## src/hw/pin_mux_map.svh

```systemverilog
// constants for the shared pin multiplexer
`ifndef PIN_MUX_MAP_SVH
`define PIN_MUX_MAP_SVH
// pad group widths
`define VID_W        20
`define STO_W        6
`define NAND_W       4
`define AUD_W        4
`define UART_W       2
// video pad positions (bits 0..15 are the lcd data lines)
`define VID_DB0      0
`define VID_DB1      1
`define VID_DB2      2
`define VID_DB15     15
`define VID_CS       16
`define VID_ERD      17
`define VID_RS       18
`define VID_RW       19
// storage pad positions in alternate use
`define STO_CLK      0
`define STO_CMD      1
`define STO_DAT0     2
`define STO_DAT3     5
// uart pad positions
`define UART_CTS     0
`define UART_RTS     1
// audio pad positions in alternate use
`define AUD_LINE_A   0
`define AUD_SYNC     1
`define AUD_DCLK     2
`define AUD_LINE_B   3
// levels the unrouted peripheral sees
`define LCD_IDLE     20'h00000
`define GPIO_IDLE    6'h00
`define CARD_IDLE    6'h3f
`define RB_IDLE      4'hf
`define CARD_HI_IDLE 4'hf
`define I2S_IDLE     4'h0
`define PCM_IDLE     4'h0
`define MODEM_IDLE   2'h3
`define SPI_IDLE     2'h0
`define MEM_IDLE     20'h00000
// reset value of every pad drive and output enable flop
`define PAD_RST      1'b0
`endif

```

## src/hw/pin_mux_pkg.sv

```systemverilog
// types shared by the pin multiplexer
package pin_mux_pkg;
  // per-category routing, one-hot
  typedef enum logic [1:0]
  {
    MODE_DEFAULT = 2'b01,
    MODE_ALT     = 2'b10
  } pin_mode_t;
endpackage

```

## src/hw/pad_group_mux.sv

```systemverilog
// one registered pad group shared between two peripherals
`timescale 1ns/100ps
`default_nettype none
`include "pin_mux_map.svh"
module pad_group_mux #(
  parameter int         W         = 4,
  parameter logic [W-1:0] DFLT_IDLE = '0,
  parameter logic [W-1:0] ALT_IDLE  = '0
) (
  input  wire logic         ref_clk_i,
  input  wire logic         resetn_i,
  input  wire logic         ce_i,
  input  wire logic         alt_i,
  input  wire logic [W-1:0] dflt_out_i,
  input  wire logic [W-1:0] dflt_oe_i,
  input  wire logic [W-1:0] alt_out_i,
  input  wire logic [W-1:0] alt_oe_i,
  input  wire logic [W-1:0] pad_i,
  output logic      [W-1:0] pad_o,
  output logic      [W-1:0] pad_oe_o,
  output logic      [W-1:0] dflt_in_o,
  output logic      [W-1:0] alt_in_o
);
  // pad drive: the selected owner alone drives the pins
  always_ff @(posedge ref_clk_i or negedge resetn_i)
  begin
    if (!resetn_i)
    begin
      pad_o    <= {W{`PAD_RST}};
      pad_oe_o <= {W{`PAD_RST}};
    end
    else if (ce_i)
    begin
      pad_o    <= alt_i ? alt_out_i : dflt_out_i;
      pad_oe_o <= alt_i ? alt_oe_i : dflt_oe_i;
    end
  end

  // return path: the unrouted owner sees idle levels, not stray pin activity
  always_ff @(posedge ref_clk_i or negedge resetn_i)
  begin
    if (!resetn_i)
    begin
      dflt_in_o <= DFLT_IDLE;
      alt_in_o  <= ALT_IDLE;
    end
    else if (ce_i)
    begin
      dflt_in_o <= alt_i ? DFLT_IDLE : pad_i;
      alt_in_o  <= alt_i ? pad_i : ALT_IDLE;
    end
  end
endmodule
`default_nettype wire

```

## src/hw/shared_pin_function_mux.sv

```systemverilog
// shared package pin multiplexer for five pin categories
`timescale 1ns/100ps
`default_nettype none
`include "pin_mux_map.svh"
module shared_pin_function_mux
  import pin_mux_pkg::*;
(
  input  wire logic        ref_clk_i,
  input  wire logic        resetn_i,
  input  wire logic        ce_i,
  // category selects, high picks the alternate set
  input  wire logic        video_alt_i,
  input  wire logic        storage_alt_i,
  input  wire logic        nand_alt_i,
  input  wire logic        audio_alt_i,
  input  wire logic        uart_alt_i,
  output logic [4:0]       mode_o,
  // lcd port
  input  wire logic        lcd_port_select_n_i,
  input  wire logic        lcd_port_enable_read_i,
  input  wire logic        lcd_port_register_select_i,
  input  wire logic        lcd_port_read_write_i,
  input  wire logic [15:0] lcd_port_data_i,
  input  wire logic        lcd_port_data_oe_i,
  output logic      [15:0] lcd_port_data_o,
  // external bus unit
  input  wire logic        static_mem_select0_n_i,
  input  wire logic        static_mem_select1_n_i,
  input  wire logic        sdram_clock_out_i,
  input  wire logic        sdram_clock_enable_i,
  input  wire logic        sdram_select_n_i,
  input  wire logic        sdram_byte_mask1_i,
  input  wire logic [15:2] ext_mem_addr_i,
  // general io 5..10
  input  wire logic [5:0]  general_io_i,
  input  wire logic [5:0]  general_io_oe_i,
  output logic      [5:0]  general_io_o,
  // memory card port
  input  wire logic        card_clock_i,
  input  wire logic        card_command_i,
  input  wire logic        card_command_oe_i,
  output logic             card_command_o,
  input  wire logic [7:0]  card_data_i,
  input  wire logic [7:0]  card_data_oe_i,
  output logic      [7:0]  card_data_o,
  // flash ready/busy
  output logic      [3:0]  flash_ready_busy_n_o,
  // audio transmit port 0
  input  wire logic        audio_tx0_serial_data_i,
  input  wire logic        audio_tx0_bit_clock_i,
  input  wire logic        audio_tx0_word_select_i,
  input  wire logic        audio_tx0_master_clock_i,
  // pcm port
  input  wire logic        pcm_line_a_i,
  input  wire logic        pcm_line_a_oe_i,
  input  wire logic        pcm_frame_sync_i,
  input  wire logic        pcm_frame_sync_oe_i,
  input  wire logic        pcm_data_clock_i,
  input  wire logic        pcm_line_b_i,
  input  wire logic        pcm_line_b_oe_i,
  output logic             pcm_line_a_o,
  output logic             pcm_frame_sync_o,
  output logic             pcm_line_b_o,
  // uart modem lines and spi selects
  input  wire logic        uart_rts_n_i,
  output logic             uart_cts_n_o,
  input  wire logic        spi_slave1_select_out_i,
  input  wire logic        spi_slave2_select_out_i,
  // pads
  input  wire logic [19:0] video_pad_i,
  output logic      [19:0] video_pad_o,
  output logic      [19:0] video_pad_oe_o,
  input  wire logic [5:0]  storage_pad_i,
  output logic      [5:0]  storage_pad_o,
  output logic      [5:0]  storage_pad_oe_o,
  input  wire logic [3:0]  nand_pad_i,
  output logic      [3:0]  nand_pad_o,
  output logic      [3:0]  nand_pad_oe_o,
  input  wire logic [3:0]  audio_pad_i,
  output logic      [3:0]  audio_pad_o,
  output logic      [3:0]  audio_pad_oe_o,
  input  wire logic [1:0]  uart_pad_i,
  output logic      [1:0]  uart_pad_o,
  output logic      [1:0]  uart_pad_oe_o
);
  pin_mode_t   video_mode, storage_mode, nand_mode, audio_mode, uart_mode;
  logic [19:0] vid_dflt_out;
  logic [19:0] vid_dflt_oe;
  logic [19:0] vid_alt_out;
  logic [19:0] vid_dflt_in;
  logic [5:0]  sto_alt_out;
  logic [5:0]  sto_alt_oe;
  logic [5:0]  sto_alt_in;
  logic [3:0]  nand_alt_in;
  logic [3:0]  aud_alt_in;
  logic [1:0]  uart_dflt_in;

  function automatic logic is_alt(input pin_mode_t m);
    return m == MODE_ALT;
  endfunction

  function automatic pin_mode_t mode_of(input logic alt);
    return alt ? MODE_ALT : MODE_DEFAULT;
  endfunction

  // category selects, each held on its own so one change never disturbs another
  always_ff @(posedge ref_clk_i or negedge resetn_i)
  begin
    if (!resetn_i)
    begin
      video_mode   <= MODE_DEFAULT;
      storage_mode <= MODE_DEFAULT;
      nand_mode    <= MODE_DEFAULT;
      audio_mode   <= MODE_DEFAULT;
      uart_mode    <= MODE_DEFAULT;
      mode_o       <= 5'h00;
    end
    else if (ce_i)
    begin
      video_mode   <= mode_of(video_alt_i);
      storage_mode <= mode_of(storage_alt_i);
      nand_mode    <= mode_of(nand_alt_i);
      audio_mode   <= mode_of(audio_alt_i);
      uart_mode    <= mode_of(uart_alt_i);
      mode_o       <= {uart_alt_i, audio_alt_i, nand_alt_i, storage_alt_i, video_alt_i};
    end
  end

  // lcd owns the video pins by default; data direction follows the lcd
  assign vid_dflt_out = {lcd_port_read_write_i, lcd_port_register_select_i,
                         lcd_port_enable_read_i, lcd_port_select_n_i,
                         lcd_port_data_i};
  assign vid_dflt_oe  = {4'hf, {16{lcd_port_data_oe_i}}};
  // memory unit drives only outputs on these pins
  assign vid_alt_out  = {sdram_byte_mask1_i, sdram_select_n_i, sdram_clock_enable_i,
                         static_mem_select0_n_i, ext_mem_addr_i,
                         static_mem_select1_n_i, sdram_clock_out_i};
  assign lcd_port_data_o = vid_dflt_in[`VID_DB15:`VID_DB0];

  pad_group_mux #(.W(`VID_W), .DFLT_IDLE(`LCD_IDLE), .ALT_IDLE(`MEM_IDLE)) video_mux (
    .ref_clk_i  (ref_clk_i),
    .resetn_i   (resetn_i),
    .ce_i       (ce_i),
    .alt_i      (is_alt(video_mode)),
    .dflt_out_i (vid_dflt_out),
    .dflt_oe_i  (vid_dflt_oe),
    .alt_out_i  (vid_alt_out),
    .alt_oe_i   ({`VID_W{1'b1}}),
    .pad_i      (video_pad_i),
    .pad_o      (video_pad_o),
    .pad_oe_o   (video_pad_oe_o),
    .dflt_in_o  (vid_dflt_in),
    .alt_in_o   ()
  );

  // card clock is output only, command and data lines turn around
  assign sto_alt_out = {card_data_i[3:0], card_command_i, card_clock_i};
  assign sto_alt_oe  = {card_data_oe_i[3:0], card_command_oe_i, 1'b1};
  assign card_command_o = sto_alt_in[`STO_CMD];
  assign card_data_o    = {nand_alt_in, sto_alt_in[`STO_DAT3:`STO_DAT0]};

  pad_group_mux #(.W(`STO_W), .DFLT_IDLE(`GPIO_IDLE), .ALT_IDLE(`CARD_IDLE)) storage_mux (
    .ref_clk_i  (ref_clk_i),
    .resetn_i   (resetn_i),
    .ce_i       (ce_i),
    .alt_i      (is_alt(storage_mode)),
    .dflt_out_i (general_io_i),
    .dflt_oe_i  (general_io_oe_i),
    .alt_out_i  (sto_alt_out),
    .alt_oe_i   (sto_alt_oe),
    .pad_i      (storage_pad_i),
    .pad_o      (storage_pad_o),
    .pad_oe_o   (storage_pad_oe_o),
    .dflt_in_o  (general_io_o),
    .alt_in_o   (sto_alt_in)
  );

  // ready/busy pins are inputs only, so the default owner never drives
  pad_group_mux #(.W(`NAND_W), .DFLT_IDLE(`RB_IDLE), .ALT_IDLE(`CARD_HI_IDLE)) nand_mux (
    .ref_clk_i  (ref_clk_i),
    .resetn_i   (resetn_i),
    .ce_i       (ce_i),
    .alt_i      (is_alt(nand_mode)),
    .dflt_out_i (4'h0),
    .dflt_oe_i  (4'h0),
    .alt_out_i  (card_data_i[7:4]),
    .alt_oe_i   (card_data_oe_i[7:4]),
    .pad_i      (nand_pad_i),
    .pad_o      (nand_pad_o),
    .pad_oe_o   (nand_pad_oe_o),
    .dflt_in_o  (flash_ready_busy_n_o),
    .alt_in_o   (nand_alt_in)
  );

  // pcm frame sync may be an input when the pcm port is a slave
  assign pcm_line_a_o     = aud_alt_in[`AUD_LINE_A];
  assign pcm_frame_sync_o = aud_alt_in[`AUD_SYNC];
  assign pcm_line_b_o     = aud_alt_in[`AUD_LINE_B];

  pad_group_mux #(.W(`AUD_W), .DFLT_IDLE(`I2S_IDLE), .ALT_IDLE(`PCM_IDLE)) audio_mux (
    .ref_clk_i  (ref_clk_i),
    .resetn_i   (resetn_i),
    .ce_i       (ce_i),
    .alt_i      (is_alt(audio_mode)),
    .dflt_out_i ({audio_tx0_master_clock_i, audio_tx0_word_select_i,
                  audio_tx0_bit_clock_i, audio_tx0_serial_data_i}),
    .dflt_oe_i  (4'hf),
    .alt_out_i  ({pcm_line_b_i, pcm_data_clock_i, pcm_frame_sync_i, pcm_line_a_i}),
    .alt_oe_i   ({pcm_line_b_oe_i, 1'b1, pcm_frame_sync_oe_i, pcm_line_a_oe_i}),
    .pad_i      (audio_pad_i),
    .pad_o      (audio_pad_o),
    .pad_oe_o   (audio_pad_oe_o),
    .dflt_in_o  (),
    .alt_in_o   (aud_alt_in)
  );

  // cts is an input, rts an output; both spi selects are outputs
  assign uart_cts_n_o = uart_dflt_in[`UART_CTS];

  pad_group_mux #(.W(`UART_W), .DFLT_IDLE(`MODEM_IDLE), .ALT_IDLE(`SPI_IDLE)) uart_mux (
    .ref_clk_i  (ref_clk_i),
    .resetn_i   (resetn_i),
    .ce_i       (ce_i),
    .alt_i      (is_alt(uart_mode)),
    .dflt_out_i ({uart_rts_n_i, 1'b0}),
    .dflt_oe_i  (2'b10),
    .alt_out_i  ({spi_slave2_select_out_i, spi_slave1_select_out_i}),
    .alt_oe_i   (2'b11),
    .pad_i      (uart_pad_i),
    .pad_o      (uart_pad_o),
    .pad_oe_o   (uart_pad_oe_o),
    .dflt_in_o  (uart_dflt_in),
    .alt_in_o   ()
  );
endmodule
`default_nettype wire
```

## config.mk

```make
export PLATFORM = sky130hd
export DESIGN_NAME = shared_pin_function_mux
export DESIGN_NICKNAME = d
export VERILOG_FILES = /design/src/hw/pin_mux_pkg.sv /design/src/hw/pad_group_mux.sv /design/src/hw/shared_pin_function_mux.sv
export VERILOG_INCLUDE_DIRS = /design/src /design/src/hw
export SDC_FILE = /design/constraint.sdc
export NUM_CORES = 1
export LEC_CHECK = 0
export ABC_CLOCK_PERIOD_IN_PS = 1500
export BUFFER_PORTS_ARGS = -buffer_cell sky130_fd_sc_hd__buf_2
export CAP_MARGIN = 30
export CORE_MARGIN = 2
export CORE_UTILIZATION = 45
export DETAILED_ROUTE_END_ITERATION = 6
export GPL_ROUTABILITY_DRIVEN = 0
export HOLD_SLACK_MARGIN = 0.12
export PLACE_DENSITY_LB_ADDON = 0.3
export SLEW_MARGIN = 25
export SYNTH_ARGS = -nofsm -noshare
export SYNTH_HDL_FRONTEND = slang
export SYNTH_SLANG_ARGS = --single-unit
export TNS_END_PERCENT = 100
```

## constraint.sdc

```tcl
create_clock -name ref_clk_i -period 1.5 [get_ports ref_clk_i]
set_clock_uncertainty 0.2 [all_clocks]
set_input_delay 0.225 -clock ref_clk_i [delete_from_list [all_inputs] [get_ports ref_clk_i]]
set_output_delay 0.225 -clock ref_clk_i [all_outputs]
set_load 0.01 [all_outputs]
```

==> metrics.csv <==
metric;value;unit
cp.arrival;1080;ps
core;0.0108;mm²
grt_pass1_vias;4831;
diodes;0;
async_flop_share;1.00;
period_share;1.01;
seq_area_frac_synth;0.516;
place_inst;825;
layoutNonFillerInstCount;980;
setup_ws;-7.83;ps
hold_class;input pin to asynchronous set/reset pin;
sw_frac_of_total;0.291;
worstPathRequired;1070;ps
wl;15600;µm
ir_drop;493;µV
synth_common_cells;dfrtp_1, nand2_1, inv_1;
rows;38;
drc_errors;0;
critPathCaptureType;output pin;
drv_slew;0;
status;finished with violations;
p_comb_frac;0.275;
start_kind;register;
overflow;0;
nets;965;
synthToLayoutAreaGrowth;58.9;%
path_clk_slew;100;ps
cp_max_fo;8;
clockBufferDepth;2;
syn_inst;487;
power_leakage;3.81;nW
die-area;0.0118;mm²
clock_latency;360;ps
seqPwrFrac;0.460;
nFillCells;743;
final_layout_size_suffix_gt1_frac;0.405;
synth.distinct_cells;23;
grt_pass1_wl;23100;µm
clkSinkCount;101;
synth_most_common_cell;dfrtp_1;
synthesis.area;0.00494;mm²
setup_viol;7;
hpwl;8720;µm
portBuffers;239;
netlist.area_leader.share;0.415;
fmaxAchievable;663;MHz
drt_first_pass_iters;4;
fin_util;0.728;
synth_seq_cells;101;
dp_slack;-291;ps
cts-root-buf;clkbuf_8;
clockPowerShare;0.265;
drtIter0Drc;322;
cts_tree;built;
numCtsBuffers;9;
wl_per_cell;15.9;µm
via_per_inst;5.01;
p_int;5.00;mW
whs;187;ps
synth_top_flop_cell;dfrtp_1;
die_h;109;µm
synth-edff-count;0;
yosys_warnings;0;
hold_viol_final;0;
synth.largest_area_cell;dfrtp_1;
grt_max_degree;52;
antenna_found_initial;0;
antenna_left;0;
switching_power;2.05;mW
grtUsageTotal;0.251;
power_density;898;mW/mm²
finalCriticalPeriod;1510;ps
syn_area_per_cell;10.1;µm²
initial_core_util;0.458;
synth_top_cells_by_area;dfrtp_1, dfstp_2, nand4b_1, nand2_1, nand2b_1;
num_vias;4912;
die_w;109;µm
grt_setup_unrepaired;yes;
crit_type;register to output pin;
syn_nets;617;
ios;246;
drv_cap;0;
worstMarginPinSlew;299;ps
slew_headroom;0.800;
htreeDepth;3;
violations;negative setup slack;
final cells by class:
type                    count  area [µm²]  share of cell area
clock inverters             5        75.1             0.00956
well taps                 140         175              0.0223
clock buffers              11         131              0.0167
multi-input cells         277        1790               0.228
repair buffers            400        2960               0.376
flip-flops and latches    101        2550               0.325
inverters                  46         173              0.0220
cell families (layout without fill, tap and decap cells):
kind of cell	Yosys count	in the layout	share of synthesized area
multiplexers	9	9	0.0197
flip-flops	101	101	0.516
AO/OA/AOI/OAI	91	91	0.140
buffers and inverters	110	462	0.128
AND/OR/NAND/NOR	176	177	0.196
registers in the layout, summed over array words and instances (netlist names), 2 cells and up:
| register | cells |
|---|---|
| audio_mux.alt_in_o | 3 |
| audio_mux.pad_o | 4 |
| audio_mux.pad_oe_o | 3 |
| mode_o | 5 |
| nand_mux.alt_in_o | 4 |
| nand_mux.dflt_in_o | 4 |
| nand_mux.pad_o | 4 |
| nand_mux.pad_oe_o | 4 |
| storage_mux.alt_in_o | 5 |
| storage_mux.dflt_in_o | 6 |
| storage_mux.pad_o | 6 |
| storage_mux.pad_oe_o | 6 |
| uart_mux.pad_o | 2 |
| video_mux.dflt_in_o | 16 |
| video_mux.pad_o | 20 |
| video_mux.pad_oe_o | 2 |
through the flow:
| step | cell area, µm² | power, mW | setup TNS, ps |
|---|---|---|---|
| after floorplan | 4940 | 4.15 | 0 |
| after detailed placement | 6090 | 4.78 | -8490 |
| after global placement | 6090 | 4.73 | -7610 |
| after CTS | 7620 | 6.94 | -400 |
| final | 7850 | 7.05 | -51.4 |
| after global routing | 7850 | 7.41 | -603 |
path summary, 6_finish.rpt:
check	end	depth (start not counted)	from	slack (ps)
min in group ref_clk_i	video_mode[0]$_DFFE_PN1P_	3	ce_i	240
setup / recovery	video_pad_oe_o[4]	2	video_mux.pad_oe_o[15]$_DFFE_PN0P_	-8
hold reg to reg	nand_mode[0]$_DFFE_PN1P_	2	nand_mode[0]$_DFFE_PN1P_	280
max in group asynchronous	video_mode[0]$_DFFE_PN1P_	3	resetn_i	600
hold / removal	storage_mux.dflt_in_o[2]$_DFFE_PN0P_	3	resetn_i	190
setup reg to reg	video_mux.pad_o[9]$_DFFE_PN0P_	3	video_mode[0]$_DFFE_PN1P_	50
power by group through the flow:
stage	combinational [mW]	clock (mW)	sequential [mW]
floorplan	0.742	0	3.41
global placement	1.46	0	3.27
detailed placement	1.50	0	3.28
CTS	1.80	1.90	3.24
global route	2.10	2.03	3.28
finish	1.94	1.87	3.24
routing by layer:
metal | vias up | GRT usage | part of all wire
li1 | 2315 | - | -
met1 | 2347 | 0.284 | 0.39
met2 | 206 | 0.454 | 0.53
met3 | 44 | 0.0436 | 0.053
met4 | 0 | 0.125 | 0.034
met5 | - | 0 | 0
cells in the final DEF (no fill, tap or decap):
cell            Yosys  routed
a31oi_1             9       8
buf_2              13     232
a21oi_1            10      10
nand2_1            70      70
clkbuf_8            0       9
dfstp_2            19      19
o22a_1              2       2
mux2i_1             3       3
dfrtp_1            82      80
nand2b_1           41      41
or2_2               1       1
nor2_1             19      19
buf_6              13      10
nor2b_4             0       2
clkinv_2            0       3
o211ai_2           17      17
inv_1              46      46
dlygate4sd3_1       0     122
nand4b_1           36      36
clkbuf_16           0       3
o22ai_1            34      34
buf_12              0       7
dfrtp_2             0       2
bufbuf_16           0       1
buf_4              28      23
clkbuf_1            9       2
bufinv_16           0       2
mux2_2              6       6
buf_16              0       1
o211ai_1           19      19
dlymetal6s4s_1      0       1
a31oi_2             0       1
and2b_4             0       1
nor2b_1             8       7
critical path, cell delays in order, from the launching register on:
cell and delay, ps:
dfrtp_2 420, buf_4 160, buf_2 140
timing repair:
action | CTS | global route
setup buffers | 2 | 10
setup endpoints to repair | 55 | 88
gates resized for setup | 7 | 23
pin swaps | 9 | 0
endpoints found under the hold margin | 201 | 0
hold buffers | 123 | 0
gates cloned | 2 | 3
Power figures use the tool's default switching activity.
